**src/pm_pkg.sv**
```systemverilog
// pm_pkg: constants, register indexes and carrier types of the receive
// performance-monitoring status bank.
// assumes a 10 MHz core clock and 32-bit APB with one register per word.
package pm_pkg;

   ////////////////////////////////////////////////////////////////////////////
   // register indexes; byte address is four times the index
   localparam logic [7:0] IDX_COUNTER_OVERFLOW_LATCH       = 8'h16;
   localparam logic [7:0] IDX_FRAME_SYNC_LOSS_COUNT        = 8'h17;
   localparam logic [7:0] IDX_ALIGNMENT_BIT_ERROR_COUNT    = 8'h18;
   localparam logic [7:0] IDX_REMOTE_ALARM_CRC_WORD        = 8'h19;
   localparam logic [7:0] IDX_ERRORED_ALIGNMENT_WORD_COUNT = 8'h1a;
   localparam logic [7:0] IDX_ALARM_LATCH                  = 8'h1b;
   localparam logic [7:0] IDX_LINE_CODE_VIOLATION_HIGH     = 8'h1c;
   localparam logic [7:0] IDX_LINE_CODE_VIOLATION_LOW      = 8'h1d;

   ////////////////////////////////////////////////////////////////////////////
   // bit positions in the overflow latch
   localparam int OVF_PSEUDO_RANDOM   = 7;
   localparam int OVF_FAR_END         = 6;
   localparam int OVF_JITTER_FIFO     = 5;
   localparam int OVF_SYNC_LOSS       = 4;
   localparam int OVF_ALIGNMENT_ERROR = 3;
   localparam int OVF_ERRORED_ALIGN   = 2;
   localparam int OVF_LINE_CODE       = 1;
   localparam int OVF_CRC4            = 0;

   // bit positions in the alarm latch; bit 0 unused
   localparam int ALM_REMOTE          = 7;
   localparam int ALM_ALL_ONES        = 6;
   localparam int ALM_SLOT16_ALL_ONES = 5;
   localparam int ALM_SIGNAL_LOSS     = 4;
   localparam int ALM_AUX_PATTERN     = 3;
   localparam int ALM_MULTIFRAME      = 2;
   localparam int ALM_BUFFER_SLIP     = 1;

   // bit positions in the remote alarm crc word
   localparam int RAC_WINDOWED   = 1;
   localparam int RAC_PERSISTENT = 0;

   ////////////////////////////////////////////////////////////////////////////
   // reset values
   localparam logic [7:0]  RESET_BYTE = 8'h00;
   localparam logic [15:0] RESET_WORD = 16'h0000;

   ////////////////////////////////////////////////////////////////////////////
   // timing: remote alarm with crc error persistence window
   localparam longint CLK_HZ          = 10_000_000;
   localparam longint RAC_MIN_MS      = 10;
   localparam longint RAC_MAX_MS      = 450;
   // least time rounds up, longest time rounds down
   localparam longint RAC_MIN_CYCLES  = (RAC_MIN_MS * CLK_HZ + 999) / 1000;
   localparam longint RAC_MAX_CYCLES  = (RAC_MAX_MS * CLK_HZ) / 1000;
   localparam int     RAC_CNT_W       = 23;

   ////////////////////////////////////////////////////////////////////////////
   // receive path events, one struct so the framer hooks up in one piece
   typedef struct packed {
      logic       pseudo_random_error_overflow; // pulse from prbs counter
      logic       far_end_error_overflow;       // pulse from e-bit counter
      logic       jitter_fifo_count_overflow;   // pulse from jitter fifo counter
      logic       crc4_error_overflow;          // pulse from crc-4 counter
      logic       frame_tick;                   // one pulse per 125 us frame
      logic       basic_sync_lost;              // level, basic frame sync absent
      logic       fas_word_valid;               // pulse, alignment word checked
      logic [2:0] fas_bit_errors;               // errored bits in that word
      logic       rai_crc_condition;            // level, a bits high and e bits low
      logic       remote_alarm;                 // a bit equals one
      logic       all_ones_alarm;
      logic       signalling_slot_all_ones_alarm;
      logic       signal_loss;
      logic       auxiliary_pattern_alarm;
      logic       multiframe_alarm;
      logic       receive_buffer_slip;
      logic       line_code_violation;          // pulse per bipolar violation
   } pm_rx_events_s;

endpackage

```
**src/pm_status_bank.sv**
```systemverilog
// pm_status_bank: receive performance-monitoring counters and latches,
// read by software over APB.
// assumes event inputs synchronous to core_clk and one pulse per event.
//
// How it works
// RULE1: overflow latch bit 7 sets on prbs counter overflow, clears on read
// RULE2: overflow latch bit 6 sets on e-bit counter overflow, clears on read
// RULE3: overflow latch bit 5 sets on jitter fifo counter overflow, read clears
// RULE4: overflow latch bit 4 sets on sync loss counter overflow, read clears
// RULE5: overflow latch bit 3 sets on alignment bit error overflow, read clears
// RULE6: overflow latch bit 2 sets on errored alignment overflow, read clears
// RULE7: overflow latch bit 1 sets on 16-bit violation counter overflow
// RULE8: overflow latch bit 0 sets on crc-4 counter overflow, read clears
// RULE9: sync loss counter counts frames spent without basic frame sync
// RULE10: sync loss counter clears when basic sync is lost
// RULE11: alignment bit error counter sums bit errors in alignment words
// RULE12: windowed bit sets after condition lasted 10 to 450 ms, read clears
// RULE13: persistent bit high while condition has lasted over 10 ms
// RULE14: errored alignment counter counts alignment words with any error
// RULE15: alarm latch bit 7 sets on remote alarm, read clears
// RULE16: alarm latch bit 6 sets on all-ones alarm, read clears
// RULE17: alarm latch bit 5 sets on all ones in slot 16, read clears
// RULE18: alarm latch bit 4 sets on loss of signal, read clears
// RULE19: alarm latch bit 3 sets on auxiliary pattern, read clears
// RULE20: alarm latch bit 2 sets on multiframe alarm, read clears
// RULE21: alarm latch bit 1 sets on receive slip, read clears; bit 0 unused
// RULE22: 16-bit violation counter, high byte at one index, low at next
//
// The APB register port was chosen for this implementation.
module pm_status_bank
   import pm_pkg::*;
#(
   parameter int     ADDR_W         = 8,
   parameter longint RAC_MIN_CYC    = pm_pkg::RAC_MIN_CYCLES,
   parameter longint RAC_MAX_CYC    = pm_pkg::RAC_MAX_CYCLES
)
(
   // clock and reset
   input  wire logic                  core_clk,
   input  wire logic                  arst_n,
   // apb slave
   input  wire logic                  psel,
   input  wire logic                  penable,
   input  wire logic                  pwrite,
   input  wire logic [ADDR_W-1:0]     paddr,
   input  wire logic [31:0]           pwdata,
   output logic                       pready,
   output logic [31:0]                prdata,
   output logic                       pslverr,
   // receive path events
   input  wire pm_pkg::pm_rx_events_s rx_events
);
   import pm_pkg::*;

   ////////////////////////////////////////////////////////////////////////////
   // elaboration checks
   if (ADDR_W < 8 || ADDR_W > 32)
   begin : g_bad_addr_w
      $error("pm_status_bank: ADDR_W must be 8 to 32");
   end
   if (RAC_MIN_CYC < 1 || RAC_MAX_CYC <= RAC_MIN_CYC)
   begin : g_bad_window
      $error("pm_status_bank: persistence window bounds invalid");
   end
   if (RAC_MAX_CYC >= (longint'(1) << RAC_CNT_W))
   begin : g_bad_counter
      $error("pm_status_bank: persistence window exceeds counter");
   end

   localparam logic [RAC_CNT_W-1:0] MIN_CYC = RAC_CNT_W'(RAC_MIN_CYC);
   localparam logic [RAC_CNT_W-1:0] MAX_CYC = RAC_CNT_W'(RAC_MAX_CYC);
   localparam logic [RAC_CNT_W-1:0] RAC_SAT = {RAC_CNT_W{1'b1}};

   // add with carry out; carry marks a counter overflow
   function automatic logic [8:0] add8(input logic [7:0] a, input logic [7:0] b);
      add8 = {1'b0, a} + {1'b0, b};
   endfunction

   // byte address of a register index
   function automatic logic [ADDR_W-1:0] reg_addr(input logic [7:0] idx);
      reg_addr = ADDR_W'({idx, 2'b00});
   endfunction

   ////////////////////////////////////////////////////////////////////////////
   // state
   logic [7:0]           counter_overflow_latch;
   logic [7:0]           frame_sync_loss_count;
   logic [7:0]           alignment_bit_error_count;
   logic [7:0]           errored_alignment_word_count;
   logic [7:0]           alarm_latch;
   logic [15:0]          line_code_violation_count;
   logic                 remote_alarm_crc_windowed;
   logic                 remote_alarm_crc_persistent;
   logic [RAC_CNT_W-1:0] rac_run;
   logic                 sync_lost_d;

   ////////////////////////////////////////////////////////////////////////////
   // apb decode
   wire               setup_ok  = psel & penable & ~pready;
   // read-clear acts where prdata is captured, so no later event is wiped unseen
   wire               rd_take   = setup_ok & ~pwrite;
   wire [ADDR_W-1:0]  addr      = paddr;
   wire               hit_ovf   = addr == reg_addr(IDX_COUNTER_OVERFLOW_LATCH);
   wire               hit_lbf   = addr == reg_addr(IDX_FRAME_SYNC_LOSS_COUNT);
   wire               hit_ber   = addr == reg_addr(IDX_ALIGNMENT_BIT_ERROR_COUNT);
   wire               hit_rac   = addr == reg_addr(IDX_REMOTE_ALARM_CRC_WORD);
   wire               hit_efa   = addr == reg_addr(IDX_ERRORED_ALIGNMENT_WORD_COUNT);
   wire               hit_alm   = addr == reg_addr(IDX_ALARM_LATCH);
   wire               hit_lch   = addr == reg_addr(IDX_LINE_CODE_VIOLATION_HIGH);
   wire               hit_lcl   = addr == reg_addr(IDX_LINE_CODE_VIOLATION_LOW);
   wire               hit_any   = hit_ovf | hit_lbf | hit_ber | hit_rac |
                                  hit_efa | hit_alm | hit_lch | hit_lcl;
   wire               clr_ovf   = rd_take & hit_ovf;
   wire               clr_alm   = rd_take & hit_alm;
   wire               clr_rac   = rd_take & hit_rac;

   // read mux, if/else chain; unmapped reads return zero
   logic [7:0] rd_byte;
   always_comb
   begin
      if (hit_ovf)
         rd_byte = counter_overflow_latch;
      else if (hit_lbf)
         rd_byte = frame_sync_loss_count;
      else if (hit_ber)
         rd_byte = alignment_bit_error_count;
      else if (hit_rac)
         rd_byte = {6'h00, remote_alarm_crc_windowed, remote_alarm_crc_persistent};
      else if (hit_efa)
         rd_byte = errored_alignment_word_count;
      else if (hit_alm)
         rd_byte = alarm_latch;
      else if (hit_lch)
         rd_byte = line_code_violation_count[15:8]; // RULE22
      else if (hit_lcl)
         rd_byte = line_code_violation_count[7:0]; // RULE22
      else
         rd_byte = RESET_BYTE;
   end

   // one wait state: data and ready come from flops in the same edge
   always_ff @(posedge core_clk or negedge arst_n)
   begin
      if (!arst_n)
      begin
         pready  <= 1'b0;
         prdata  <= 32'h0000_0000;
         pslverr <= 1'b0;
      end
      else
      begin
         pready  <= setup_ok;
         prdata  <= (setup_ok & ~pwrite) ? {24'h00_0000, rd_byte} : 32'h0000_0000;
         pslverr <= setup_ok & ~hit_any;
      end
   end

   ////////////////////////////////////////////////////////////////////////////
   // frame sync loss counter
   wire       sync_loss_edge = rx_events.basic_sync_lost & ~sync_lost_d;
   wire       lbf_step       = rx_events.basic_sync_lost & rx_events.frame_tick;
   wire [8:0] lbf_sum        = add8(frame_sync_loss_count, 8'h01);
   wire       lbf_ovf        = lbf_step & ~sync_loss_edge & lbf_sum[8];
   logic [7:0] next_lbf;
   always_comb
   begin
      if (sync_loss_edge)
         next_lbf = RESET_BYTE; // RULE10
      else if (lbf_step)
         next_lbf = lbf_sum[7:0]; // RULE9
      else
         next_lbf = frame_sync_loss_count;
   end

   // alignment word counters
   wire [8:0] ber_sum = add8(alignment_bit_error_count, {5'h00, rx_events.fas_bit_errors});
   wire [8:0] efa_sum = add8(errored_alignment_word_count, 8'h01);
   wire       fas_err = rx_events.fas_word_valid & (rx_events.fas_bit_errors != 3'h0);
   wire       ber_ovf = rx_events.fas_word_valid & ber_sum[8];
   wire       efa_ovf = fas_err & efa_sum[8];

   // 16-bit line code violation counter
   wire [16:0] lcv_sum = {1'b0, line_code_violation_count} + 17'h0_0001;
   wire        lcv_ovf = rx_events.line_code_violation & lcv_sum[16];

   ////////////////////////////////////////////////////////////////////////////
   // latch set terms; a set in the cycle of a clearing read wins
   wire [7:0] ovf_set;
   assign ovf_set[OVF_PSEUDO_RANDOM]   = rx_events.pseudo_random_error_overflow; // RULE1
   assign ovf_set[OVF_FAR_END]         = rx_events.far_end_error_overflow;       // RULE2
   assign ovf_set[OVF_JITTER_FIFO]     = rx_events.jitter_fifo_count_overflow;   // RULE3
   assign ovf_set[OVF_SYNC_LOSS]       = lbf_ovf;                                // RULE4
   assign ovf_set[OVF_ALIGNMENT_ERROR] = ber_ovf;                                // RULE5
   assign ovf_set[OVF_ERRORED_ALIGN]   = efa_ovf;                                // RULE6
   assign ovf_set[OVF_LINE_CODE]       = lcv_ovf;                                // RULE7
   assign ovf_set[OVF_CRC4]            = rx_events.crc4_error_overflow;          // RULE8

   wire [7:0] alm_set;
   assign alm_set[ALM_REMOTE]          = rx_events.remote_alarm;                   // RULE15
   assign alm_set[ALM_ALL_ONES]        = rx_events.all_ones_alarm;                 // RULE16
   assign alm_set[ALM_SLOT16_ALL_ONES] = rx_events.signalling_slot_all_ones_alarm; // RULE17
   assign alm_set[ALM_SIGNAL_LOSS]     = rx_events.signal_loss;                    // RULE18
   assign alm_set[ALM_AUX_PATTERN]     = rx_events.auxiliary_pattern_alarm;        // RULE19
   assign alm_set[ALM_MULTIFRAME]      = rx_events.multiframe_alarm;               // RULE20
   assign alm_set[ALM_BUFFER_SLIP]     = rx_events.receive_buffer_slip;            // RULE21
   assign alm_set[0]                   = 1'b0;                                     // RULE21

   wire [7:0] next_ovf = (counter_overflow_latch & ~{8{clr_ovf}}) | ovf_set;
   wire [7:0] next_alm = (alarm_latch & ~{8{clr_alm}}) | alm_set;

   ////////////////////////////////////////////////////////////////////////////
   // remote alarm with crc error persistence; run length saturates
   wire       rac_cond      = rx_events.rai_crc_condition;
   wire [RAC_CNT_W-1:0] next_rac_run =
      !rac_cond ? '0 : (rac_run == RAC_SAT) ? rac_run : rac_run + 1'b1;
   // a run that ends inside the window is reported once it ends
   wire       rac_in_window = ~rac_cond & (rac_run > MIN_CYC) & (rac_run < MAX_CYC);
   wire       next_windowed = (remote_alarm_crc_windowed & ~clr_rac) | rac_in_window;
   wire       next_persist  = rac_cond & (rac_run >= MIN_CYC);

   ////////////////////////////////////////////////////////////////////////////
   // latches
   always_ff @(posedge core_clk or negedge arst_n)
   begin
      if (!arst_n)
      begin
         counter_overflow_latch <= RESET_BYTE;
         alarm_latch            <= RESET_BYTE;
      end
      else
      begin
         counter_overflow_latch <= next_ovf; // RULE1 RULE8
         alarm_latch            <= next_alm; // RULE15 RULE21
      end
   end

   // counters
   always_ff @(posedge core_clk or negedge arst_n)
   begin
      if (!arst_n)
      begin
         frame_sync_loss_count        <= RESET_BYTE;
         alignment_bit_error_count    <= RESET_BYTE;
         errored_alignment_word_count <= RESET_BYTE;
         line_code_violation_count    <= RESET_WORD;
         sync_lost_d                  <= 1'b0;
      end
      else
      begin
         frame_sync_loss_count <= next_lbf;
         if (rx_events.fas_word_valid)
            alignment_bit_error_count <= ber_sum[7:0]; // RULE11
         if (fas_err)
            errored_alignment_word_count <= efa_sum[7:0]; // RULE14
         if (rx_events.line_code_violation)
            line_code_violation_count <= lcv_sum[15:0]; // RULE22
         sync_lost_d <= rx_events.basic_sync_lost;
      end
   end

   // persistence timer and its two status bits
   always_ff @(posedge core_clk or negedge arst_n)
   begin
      if (!arst_n)
      begin
         rac_run                     <= '0;
         remote_alarm_crc_windowed   <= 1'b0;
         remote_alarm_crc_persistent <= 1'b0;
      end
      else
      begin
         rac_run                     <= next_rac_run;
         remote_alarm_crc_windowed   <= next_windowed; // RULE12
         remote_alarm_crc_persistent <= next_persist;  // RULE13
      end
   end
endmodule

```
**config.mk**
```make
export PLATFORM = sky130hd
export DESIGN_NAME = pm_status_bank
export DESIGN_NICKNAME = d
export VERILOG_FILES = /design/src/pm_pkg.sv /design/src/pm_status_bank.sv
export SDC_FILE = /design/constraint.sdc
export NUM_CORES = 1
export LEC_CHECK = 0
export ABC_CLOCK_PERIOD_IN_PS = 4300
export BUFFER_PORTS_ARGS = -buffer_cell sky130_fd_sc_hd__buf_2
export CAP_MARGIN = 5
export CORE_MARGIN = 10
export CORE_UTILIZATION = 29
export DETAILED_ROUTE_END_ITERATION = 7
export SLEW_MARGIN = 20
export SYNTH_ARGS = -nofsm -noshare
export SYNTH_HDL_FRONTEND = slang
export SYNTH_SLANG_ARGS = --single-unit
export TNS_END_PERCENT = 30
```
**constraint.sdc**
```tcl
create_clock -name core_clk -period 4.3 [get_ports core_clk]
set_input_delay 0 -clock core_clk [delete_from_list [all_inputs] [get_ports core_clk]]
set_output_delay 0 -clock core_clk [all_outputs]
set_load 0.05 [all_outputs]
```
### Word-level counts from Yosys, hierarchy flattened

Cells that the tools add are included.

* register bits: 92
* output and inout bits: 34
* word-level logic and storage cells: 86

* add/sub/neg operators: 5
* $lt $le $gt $ge: 3
* equal/unequal tests: 10
* mux-type cells: 13
* bitwise logic cells: 40
* reduce and logical (&&, ||, !) cells: 2

Operators by type and width (number)
* $mux 8: 11
* $eq 8x7->1 const B: 8
* $mux 23: 2
* $add 23x1->23 const B: 1
* $eq 23x23->1 const B: 1
* $ge 23x17->1 const B: 1
* $gt 23x17->1 const B: 1
* $lt 23x23->1 const B: 1
* $and 1x1->1: 19
* $add 8x1->9 const B: 2
* $add 16x1->17 const B: 1
* $and 8x8->8: 2
* $not 8->8: 2
* $or 8x8->8: 2
* $add 8x3->9: 1
* $or 1x1->1: 8
* $not 1->1: 7
* $reduce_bool 3->1: 1
* $ne 2x2->1 const B: 1
* $reduce_bool 2->1: 1

### Depth between registers and ports, before layout

Gate-level depths: netlist of run 1.

* depth in word-level cells: 10
* mapped depth: 8
* depth with buffers taken out: 7

### Worst setup path before layout of run 1

Ideal clock, no wire load.

* path type: reg2reg
* start: register pready
* end: register counter_overflow_latch[2]
* data arrival time: 1.956 ns
* data required time: 4.178 ns
* setup slack: 2.222 ns
* cell stages (with the launch flop): 7
* clock period less this slack: 2.078 ns
* path through: dfrtp_1 > nand3b_1 > or2_2 > clkbuf_1 > or3_1 > clkbuf_1 > a32o_1

* longest elaborated chain between the ends: 7

RTL lines
* from (decl): line pm_status_bank.sv:47 `output logic pready,`
* from (signal assigned): line pm_status_bank.sv:152 `pready <= setup_ok;`
* $not 1->1: line pm_status_bank.sv:99 `wire setup_ok = psel & penable & ~pready;`
* $and 1x1->1: line pm_status_bank.sv:99
* $and 1x1->1: line pm_status_bank.sv:101 `wire rd_take = setup_ok & ~pwrite;`
* $and 1x1->1: line pm_status_bank.sv:113 `wire clr_ovf = rd_take & hit_ovf;`
* $not 8->8: line pm_status_bank.sv:208 `wire [7:0] next_ovf = (counter_overflow_latch & ~{8{clr_ovf}}) | ovf_set;`
* $and 8x8->8: line pm_status_bank.sv:208
* $or 8x8->8: line pm_status_bank.sv:208
* via next_ovf[2]: line pm_status_bank.sv:208
* to (signal assigned): line pm_status_bank.sv:232 `counter_overflow_latch <= next_ovf;`
* to (decl): line pm_status_bank.sv:86 `logic [7:0] counter_overflow_latch;`

The timed path passes the listed nets, and every way through them passes these cells.
A chain may end at the register's enable or synchronous reset.

### Final worst setup path of run 1

* start: register rac_run[0]
* end: register rac_run[11]

* longest elaborated chain between the ends: 3

RTL lines
* from (decl): line pm_status_bank.sv:94 `logic [RAC_CNT_W-1:0] rac_run;`
* from (signal assigned): line pm_status_bank.sv:272 `rac_run <= next_rac_run;`
* $add 23x1->23: line pm_status_bank.sv:215 `!rac_cond ? '0 : (rac_run == RAC_SAT) ? rac_run : rac_run + 1'b1;`
* $mux 23 (2 in series): line pm_status_bank.sv:215

Parallel ways exist; a longest one is shown, timed or not. The select of a mux whose other input is x is not followed.

==> impl_metrics.tcl, run 1 <==
set metrics [dict create \
    status "completed" \
    placeableCoreArea_um2 17240 \
    cts.sinks 92 \
    grt-ovfl-total 0 \
    grt_max_degree 48 \
    route.met2.wl_um 5757 \
    cp_max_fo 10 \
    hp-class "input pin to flop" \
    dr_wl_met3_um 799 \
    tightest_slew_ps 723.6 \
    area_growth_pct 15.37 \
    firstDrtPassIters 5 \
    setup_tns_ps 0 \
    ys_ff_latch 92 \
    power_density_nw_per_um2 404.2 \
    max_freq_ghz 0.4823 \
    grt_use_total 0.1070 \
    place_area_um2 5364 \
    irDropWorstVdd_uv 187.7 \
    antenna_found_initial 0 \
    root_buffer "clkbuf_16" \
    critPathLaunchType "flop" \
    wl_um 12380 \
    fin_area_um2 5842 \
    synth_cells 525 \
    cap_violations 0 \
    wl_per_cell_um 15.47 \
    maxSlewViolCount 0 \
    synthArstFlopShare 1.000 \
    ioPinCount 98 \
    clock_latency_ps 340 \
    worstPathArrival_ps 2340 \
    fin_nets 643 \
    vias_per_cell 5.049 \
    synthTopCellsByArea "dfrtp_1 45%, xnor2_1 6.6%, nand2_1 3.9%" \
    cts_resized 0 \
    num_antenna_cells 0 \
    critical_path_class "flop to flop" \
    ys_seq_area_frac 0.4547 \
    drt_iter0_markers 385 \
    die_area_um2 23150 \
    yosys_warnings 0 \
    cts_tree "yes" \
    synth_cell_types 58 \
    end_kind "flop" \
    p_leak_nw 2.469 \
    synth_top_cell_by_area "dfrtp_1" \
    period_share 0.4822 \
    met1_length_um 5589 \
    dieWidth_um 152.1 \
    vias 4039 \
    hold_viol 0 \
    portBuffers 41 \
    top_layer "met4" \
    clk_pin_slew_ps 60 \
    relSlewSlack 0.5171 \
    synth_ff_type "dfrtp_1" \
    drt_drc_violations_left 0 \
    finalSetupViolCount 0 \
    synth_area_per_cell_um2 9.645 \
    start_util 0.2938 \
    drive_above_1_share 0.1287 \
    synth_edf_count 0 \
    fp.dieH_um 152.1 \
    cp.required_ps 4570 \
    grt_pass1_vias 4036 \
    globalplace.congestion 0.8880 \
    dp_hpwl_um 9147 \
    finalCriticalPeriod_ps 2073 \
    rows 48 \
    fin_worst_skew_ps 5.267 \
    syn-cell-area_um2 5064 \
    rsz0062_at_grt "no" \
    final_antenna_net_count 0 \
    ctsHtreeMaxLevel 3 \
    synth_top_area_frac 0.4547 \
    cts_max_path_buffers 2 \
    post_cts_buffers 0 \
    grt_pass1_wl_um 20880 \
    cts_buffers 9 \
]
## state kept, by name (all words and copies together) (netlist names)
name / count
errored_alignment_word_count: 8
pready: 1
remote_alarm_crc_windowed: 1
line_code_violation_count: 16
counter_overflow_latch: 8
rac_run: 23
alignment_bit_error_count: 8
alarm_latch: 8
prdata: 8
sync_lost_d: 1
frame_sync_loss_count: 8
pslverr: 1
remote_alarm_crc_persistent: 1
## critical path, stage by stage, from the launching register on
cell,delay [ps]
dfrtp_1,460
ha_1,350
and3_1,320
a31oi_1,370
nor3b_1,300
mux2i_1,210
## what timing repair did
item,CTS,global route
hold buffers,16,0
setup endpoints to repair,0,0
endpoints found under the hold margin,68,0
## final cells by class
type,instances,area (µm²)
inverters,10,37.54
multi-input cells,398,2520
repair buffers,59,382.9
well taps,225,281.5
fillers,1736,11390
flip-flops and latches,92,2302
clock buffers,11,242.7
clock inverters,5,75.07
## path summary, 6_finish.rpt
check,end,startpoint,slack (ps),depth (start not counted)
min,pslverr$_DFF_PN0_,penable,20,3
max in group asynchronous,frame_sync_loss_count[0]$_DFFE_PN0P_,arst_n,3070,3
min in group asynchronous,alarm_latch[6]$_DFF_PN0_,arst_n,210,2
max reg2reg,rac_run[11]$_DFFE_PN0P_,rac_run[0]$_DFFE_PN0P_,2230,5
max,rac_run[11]$_DFFE_PN0P_,rac_run[0]$_DFFE_PN0P_,2230,5
min reg2reg,counter_overflow_latch[0]$_DFF_PN0_,counter_overflow_latch[0]$_DFF_PN0_,490,1
## report_power, final
part           switching [W]  internal (W)  total [W]
clock               0.000329      0.000522   0.000851
sequential          0.000138      0.000976    0.00111
combinational       0.000223      0.000174   0.000397
total               0.000690       0.00167    0.00236
## cell usage in the layout, fill, tap and decap left out, types with 8 or more instances in the layout
cell type,instances
a21o_1,13
a21oi_1,28
a31oi_1,11
a32o_1,10
and3_1,13
buf_2,40
clkbuf_16,9
conb_1,24
dfrtp_1,92
dlygate4sd3_1,16
ha_1,8
inv_1,10
mux2i_1,11
nand2_1,53
nand3_1,18
nand4_1,14
nor2_1,46
o21ai_0,20
o22ai_1,8
xnor2_1,38
## routing by layer
metal  global-route usage  vias up
met1               0.1374     1966
met2               0.1665      133
met5                    0        -
met3              0.02907       18
met4              0.04310        0
li1                     -     1922
## kinds of logic after synthesis
| group | count (synthesis) | share of synthesized area |
|---|---|---|
| and+or+nand+nor | 190 | 0.1932 |
| AOI/OAI and AO/OA | 113 | 0.1500 |
| DFF | 92 | 0.4547 |
| buffers and inverters | 58 | 0.06474 |
| xor gates and xnor gates | 45 | 0.07784 |
| muxes | 17 | 0.03509 |
| adders and majority gates | 9 | 0.02372 |
| other | 1 | 0.0007406 |
## through the flow
step	setup slack, ps	power, W	hold WS [ps]	utilization	std cells
2_1_floorplan	2222	0.001399	-295.6	-	548
3_3_place_gp	2326	0.001487	41.14	0.3112	768
3_5_place_dp	2287	0.001510	47.88	0.3112	768
4_1_cts	2258	0.002384	11.56	0.3389	800
5_1_grt	2067	0.002491	36.62	0.3389	800
6_report	2227	0.002361	21.93	0.3389	800
## cells in the mapped netlist, types with 5 or more instances
cell      count
a21o_1       13
a21oi_1      28
a31oi_1      11
a32o_1       10
and3_1       13
buf_2         8
buf_4        26
clkbuf_1     11
dfrtp_1      92
ha_1          8
inv_1        10
mux2_2        6
mux2i_1      11
nand2_1      53
nand2b_1      5
nand3_1      18
nand4_1      14
nor2_1       46
o21ai_0      20
o22ai_1       8
xnor2_1      38
xor2_1        7
Power figures use the tool's default switching activity.
==> run 2: changes to the inputs <==
--- a/config.mk
+++ b/config.mk
@@ -5,7 +5,7 @@
 export SDC_FILE = /design/constraint.sdc
 export NUM_CORES = 1
 export LEC_CHECK = 0
-export ABC_CLOCK_PERIOD_IN_PS = 4300
+export ABC_CLOCK_PERIOD_IN_PS = 1800
 export BUFFER_PORTS_ARGS = -buffer_cell sky130_fd_sc_hd__buf_2
 export CAP_MARGIN = 5
 export CORE_MARGIN = 10
==> constraint.sdc (replaced) <==
create_clock -name core_clk -period 1.8 [get_ports core_clk]
set_input_delay 0 -clock core_clk [delete_from_list [all_inputs] [get_ports core_clk]]
set_output_delay 0 -clock core_clk [all_outputs]
set_load 0.05 [all_outputs]
==> run 2 against run 1 <==
Net effect: hold slack improved by 13 ps; critical path depth rose by 1; utilization rose by 2.1 points; fmax rose by 17%; setup slack got worse by 2200 ps; clock-buffer cell count rose by 3; clock power rose by 100%; via count rose by 4.7%; final cell count rose by 5.5%; critical endpoint is now rac_run[17]$_DFFE_PN0P_.
==> impl_metrics.tcl, run 2 (synthesis gave the netlist of run 1 again) <==
set metrics [dict create \
    vias 4229 \
    final_antenna_net_count 0 \
    dieWidth_um 152.1 \
    hold_start "rx_events[14]" \
    grt_pass1_wl_um 21800 \
    grt_pass1_vias 4275 \
    area_growth_pct 22.46 \
    globalplace.congestion 0.8593 \
    cts_tree "yes" \
    critical_path_class "flop to flop" \
    die_area_um2 23150 \
    wl_per_cell_um 15.52 \
    root_buffer "clkbuf_16" \
    critPathSlowestCell "dfrtp_1" \
    fin_area_um2 6201 \
    worst-path-buf-inv 1 \
    critPathLaunchType "flop" \
    cap_violations 0 \
    drt_iter0_markers 244 \
    largestRegisters "rac_run: 23 flops, line_code_violation_count: 16 flops" \
    antenna_found_initial 1 \
    placeableCoreArea_um2 17240 \
    firstDrtPassIters 5 \
    rsz0062_at_grt "yes" \
    crit_start "rac_run[4]$_DFFE_PN0P_" \
    dp_hpwl_um 10010 \
    clk_pin_slew_ps 60 \
    maxSlewViolCount 0 \
    status "completed" \
    worst_path_dominant_cell_family "simple AND/OR/NAND/NOR gates" \
    ctsHtreeMaxLevel 3 \
    place_area_um2 5673 \
    wl_um 13100 \
    ioPinCount 98 \
    cp.required_ps 2030 \
    fin_nets 686 \
    dp.cells 807 \
    postLayoutCoreUtil 0.3598 \
    fp.dieH_um 152.1 \
    vias_per_cell 5.011 \
    grt_max_degree 48 \
    regMostFlops "rac_run" \
    worstPathArrival_ps 2000 \
    clock_latency_ps 340 \
    cts_max_path_buffers 2 \
    largest_reg_flops 23 \
    timing.final.ws_setup_ps 34.87 \
    p_leak_nw 2.676 \
    grt-ovfl-total 0 \
    pre_cts_slack_ps -19.22 \
    drt_drc_violations_left 0 \
    r2r_start "rac_run[4]$_DFFE_PN0P_" \
    setup_tns_ps 0 \
    final_cell_mix "91 x dfrtp_1, 53 x nand2_1, 46 x nor2_1" \
    rows 48 \
    hold_viol 0 \
    portBuffers 41 \
    hp-class "input pin to flop" \
    fin_cells 844 \
    end_kind "flop" \
    period_share 0.9806 \
    max_freq_ghz 0.5665 \
    grt_use_total 0.1127 \
    final_common_cell "dfrtp_1" \
    drive_above_1_share 0.2023 \
    fin_worst_skew_ps 5.176 \
    finalSetupViolCount 0 \
    finalCriticalPeriod_ps 1765 \
    power_density_nw_per_um2 870.8 \
    irDropWorstVdd_uv 485.1 \
    cp_slowest_stage_delay_ps 420 \
    crit_path_cell_trace "and3_2 -> nand4_1 -> buf_6 -> a2111oi_4 -> xnor2_1 -> nor2_1" \
    cts_buffers 9 \
    start_util 0.2938 \
    cts.sinks 92 \
    cp_max_fo 4 \
]
==> run 2: cell count changes in the layout (fill, tap and decap cells not counted), moves of 2 or more <==
cell,delta
and3_1,-2
clkbuf_1,+3
a2111oi_1,-2
buf_4,+41
bufinv_16,-2
==> run 2: cell type report <==
type	count	area (µm²)
Fill cell	1715	11040
Multi-Input combinational cell	398	2590
Sequential cell	92	2303
Timing Repair Buffer	102	721.9
Tap cell	225	281.5
Clock buffer	14	254.0
Inverter	10	37.54
Clock inverter	2	10.01
Antenna cell	1	2.502
==> run 2: final timing paths <==
path	slack, ps	end	cells past startpoint
worst max-delay path	30	rac_run[17]$_DFFE_PN0P_	6
worst min-delay path	30	frame_sync_loss_count[4]$_DFFE_PN0P_	3
worst max register to register	30	rac_run[17]$_DFFE_PN0P_	6
worst min register to register	480	counter_overflow_latch[6]$_DFF_PN0_	1
max in group asynchronous	1090	counter_overflow_latch[6]$_DFF_PN0_	3
min in group asynchronous	60	errored_alignment_word_count[5]$_DFFE_PN0P_	2
==> run 2: metal layers <==
layer  wire length (µm)  track usage  vias to the layer above
li1                   -            -                     2008
met1               5853       0.1399                     2071
met2               6237       0.1837                      122
met3                704      0.02794                       28
met4                306      0.04448                        0
met5                  0            0                        -
==> run 2: power breakdown <==
part / switching (W) / total, W / internal (W)
clock: 0.000760 / 0.00173 / 0.000972
sequential: 0.000335 / 0.00267 / 0.00233
combinational: 0.000550 / 0.00100 / 0.000452
==> run 2: worst register-to-register path, cell delays in order (launching register included) <==
cell       delay (ps)
dfrtp_1           420
and3_2            250
nand4_1           210
buf_6             210
a2111oi_4         330
xnor2_1           170
nor2_1             60
==> run 2: metrics by stage <==
| step | total power [W] | hold WS [ps] |
|---|---|---|
| 3_5_place_dp | 0.003674 | -119.2 |
| 5_1_grt | 0.005697 | 32.68 |
| 6_report | 0.005400 | 34.92 |
| 3_3_place_gp | 0.003602 | -126.2 |
| 2_1_floorplan | 0.003346 | -295.6 |
| 4_1_cts | 0.005461 | 14.40 |
==> run 2: repair_timing <==
action	in CTS	in global routing
setup buffers	0	4
gates resized for setup	2	11
hold buffers	16	0
endpoints found under the hold margin	115	0
setup endpoints to repair	2	17
pin swaps	0	2
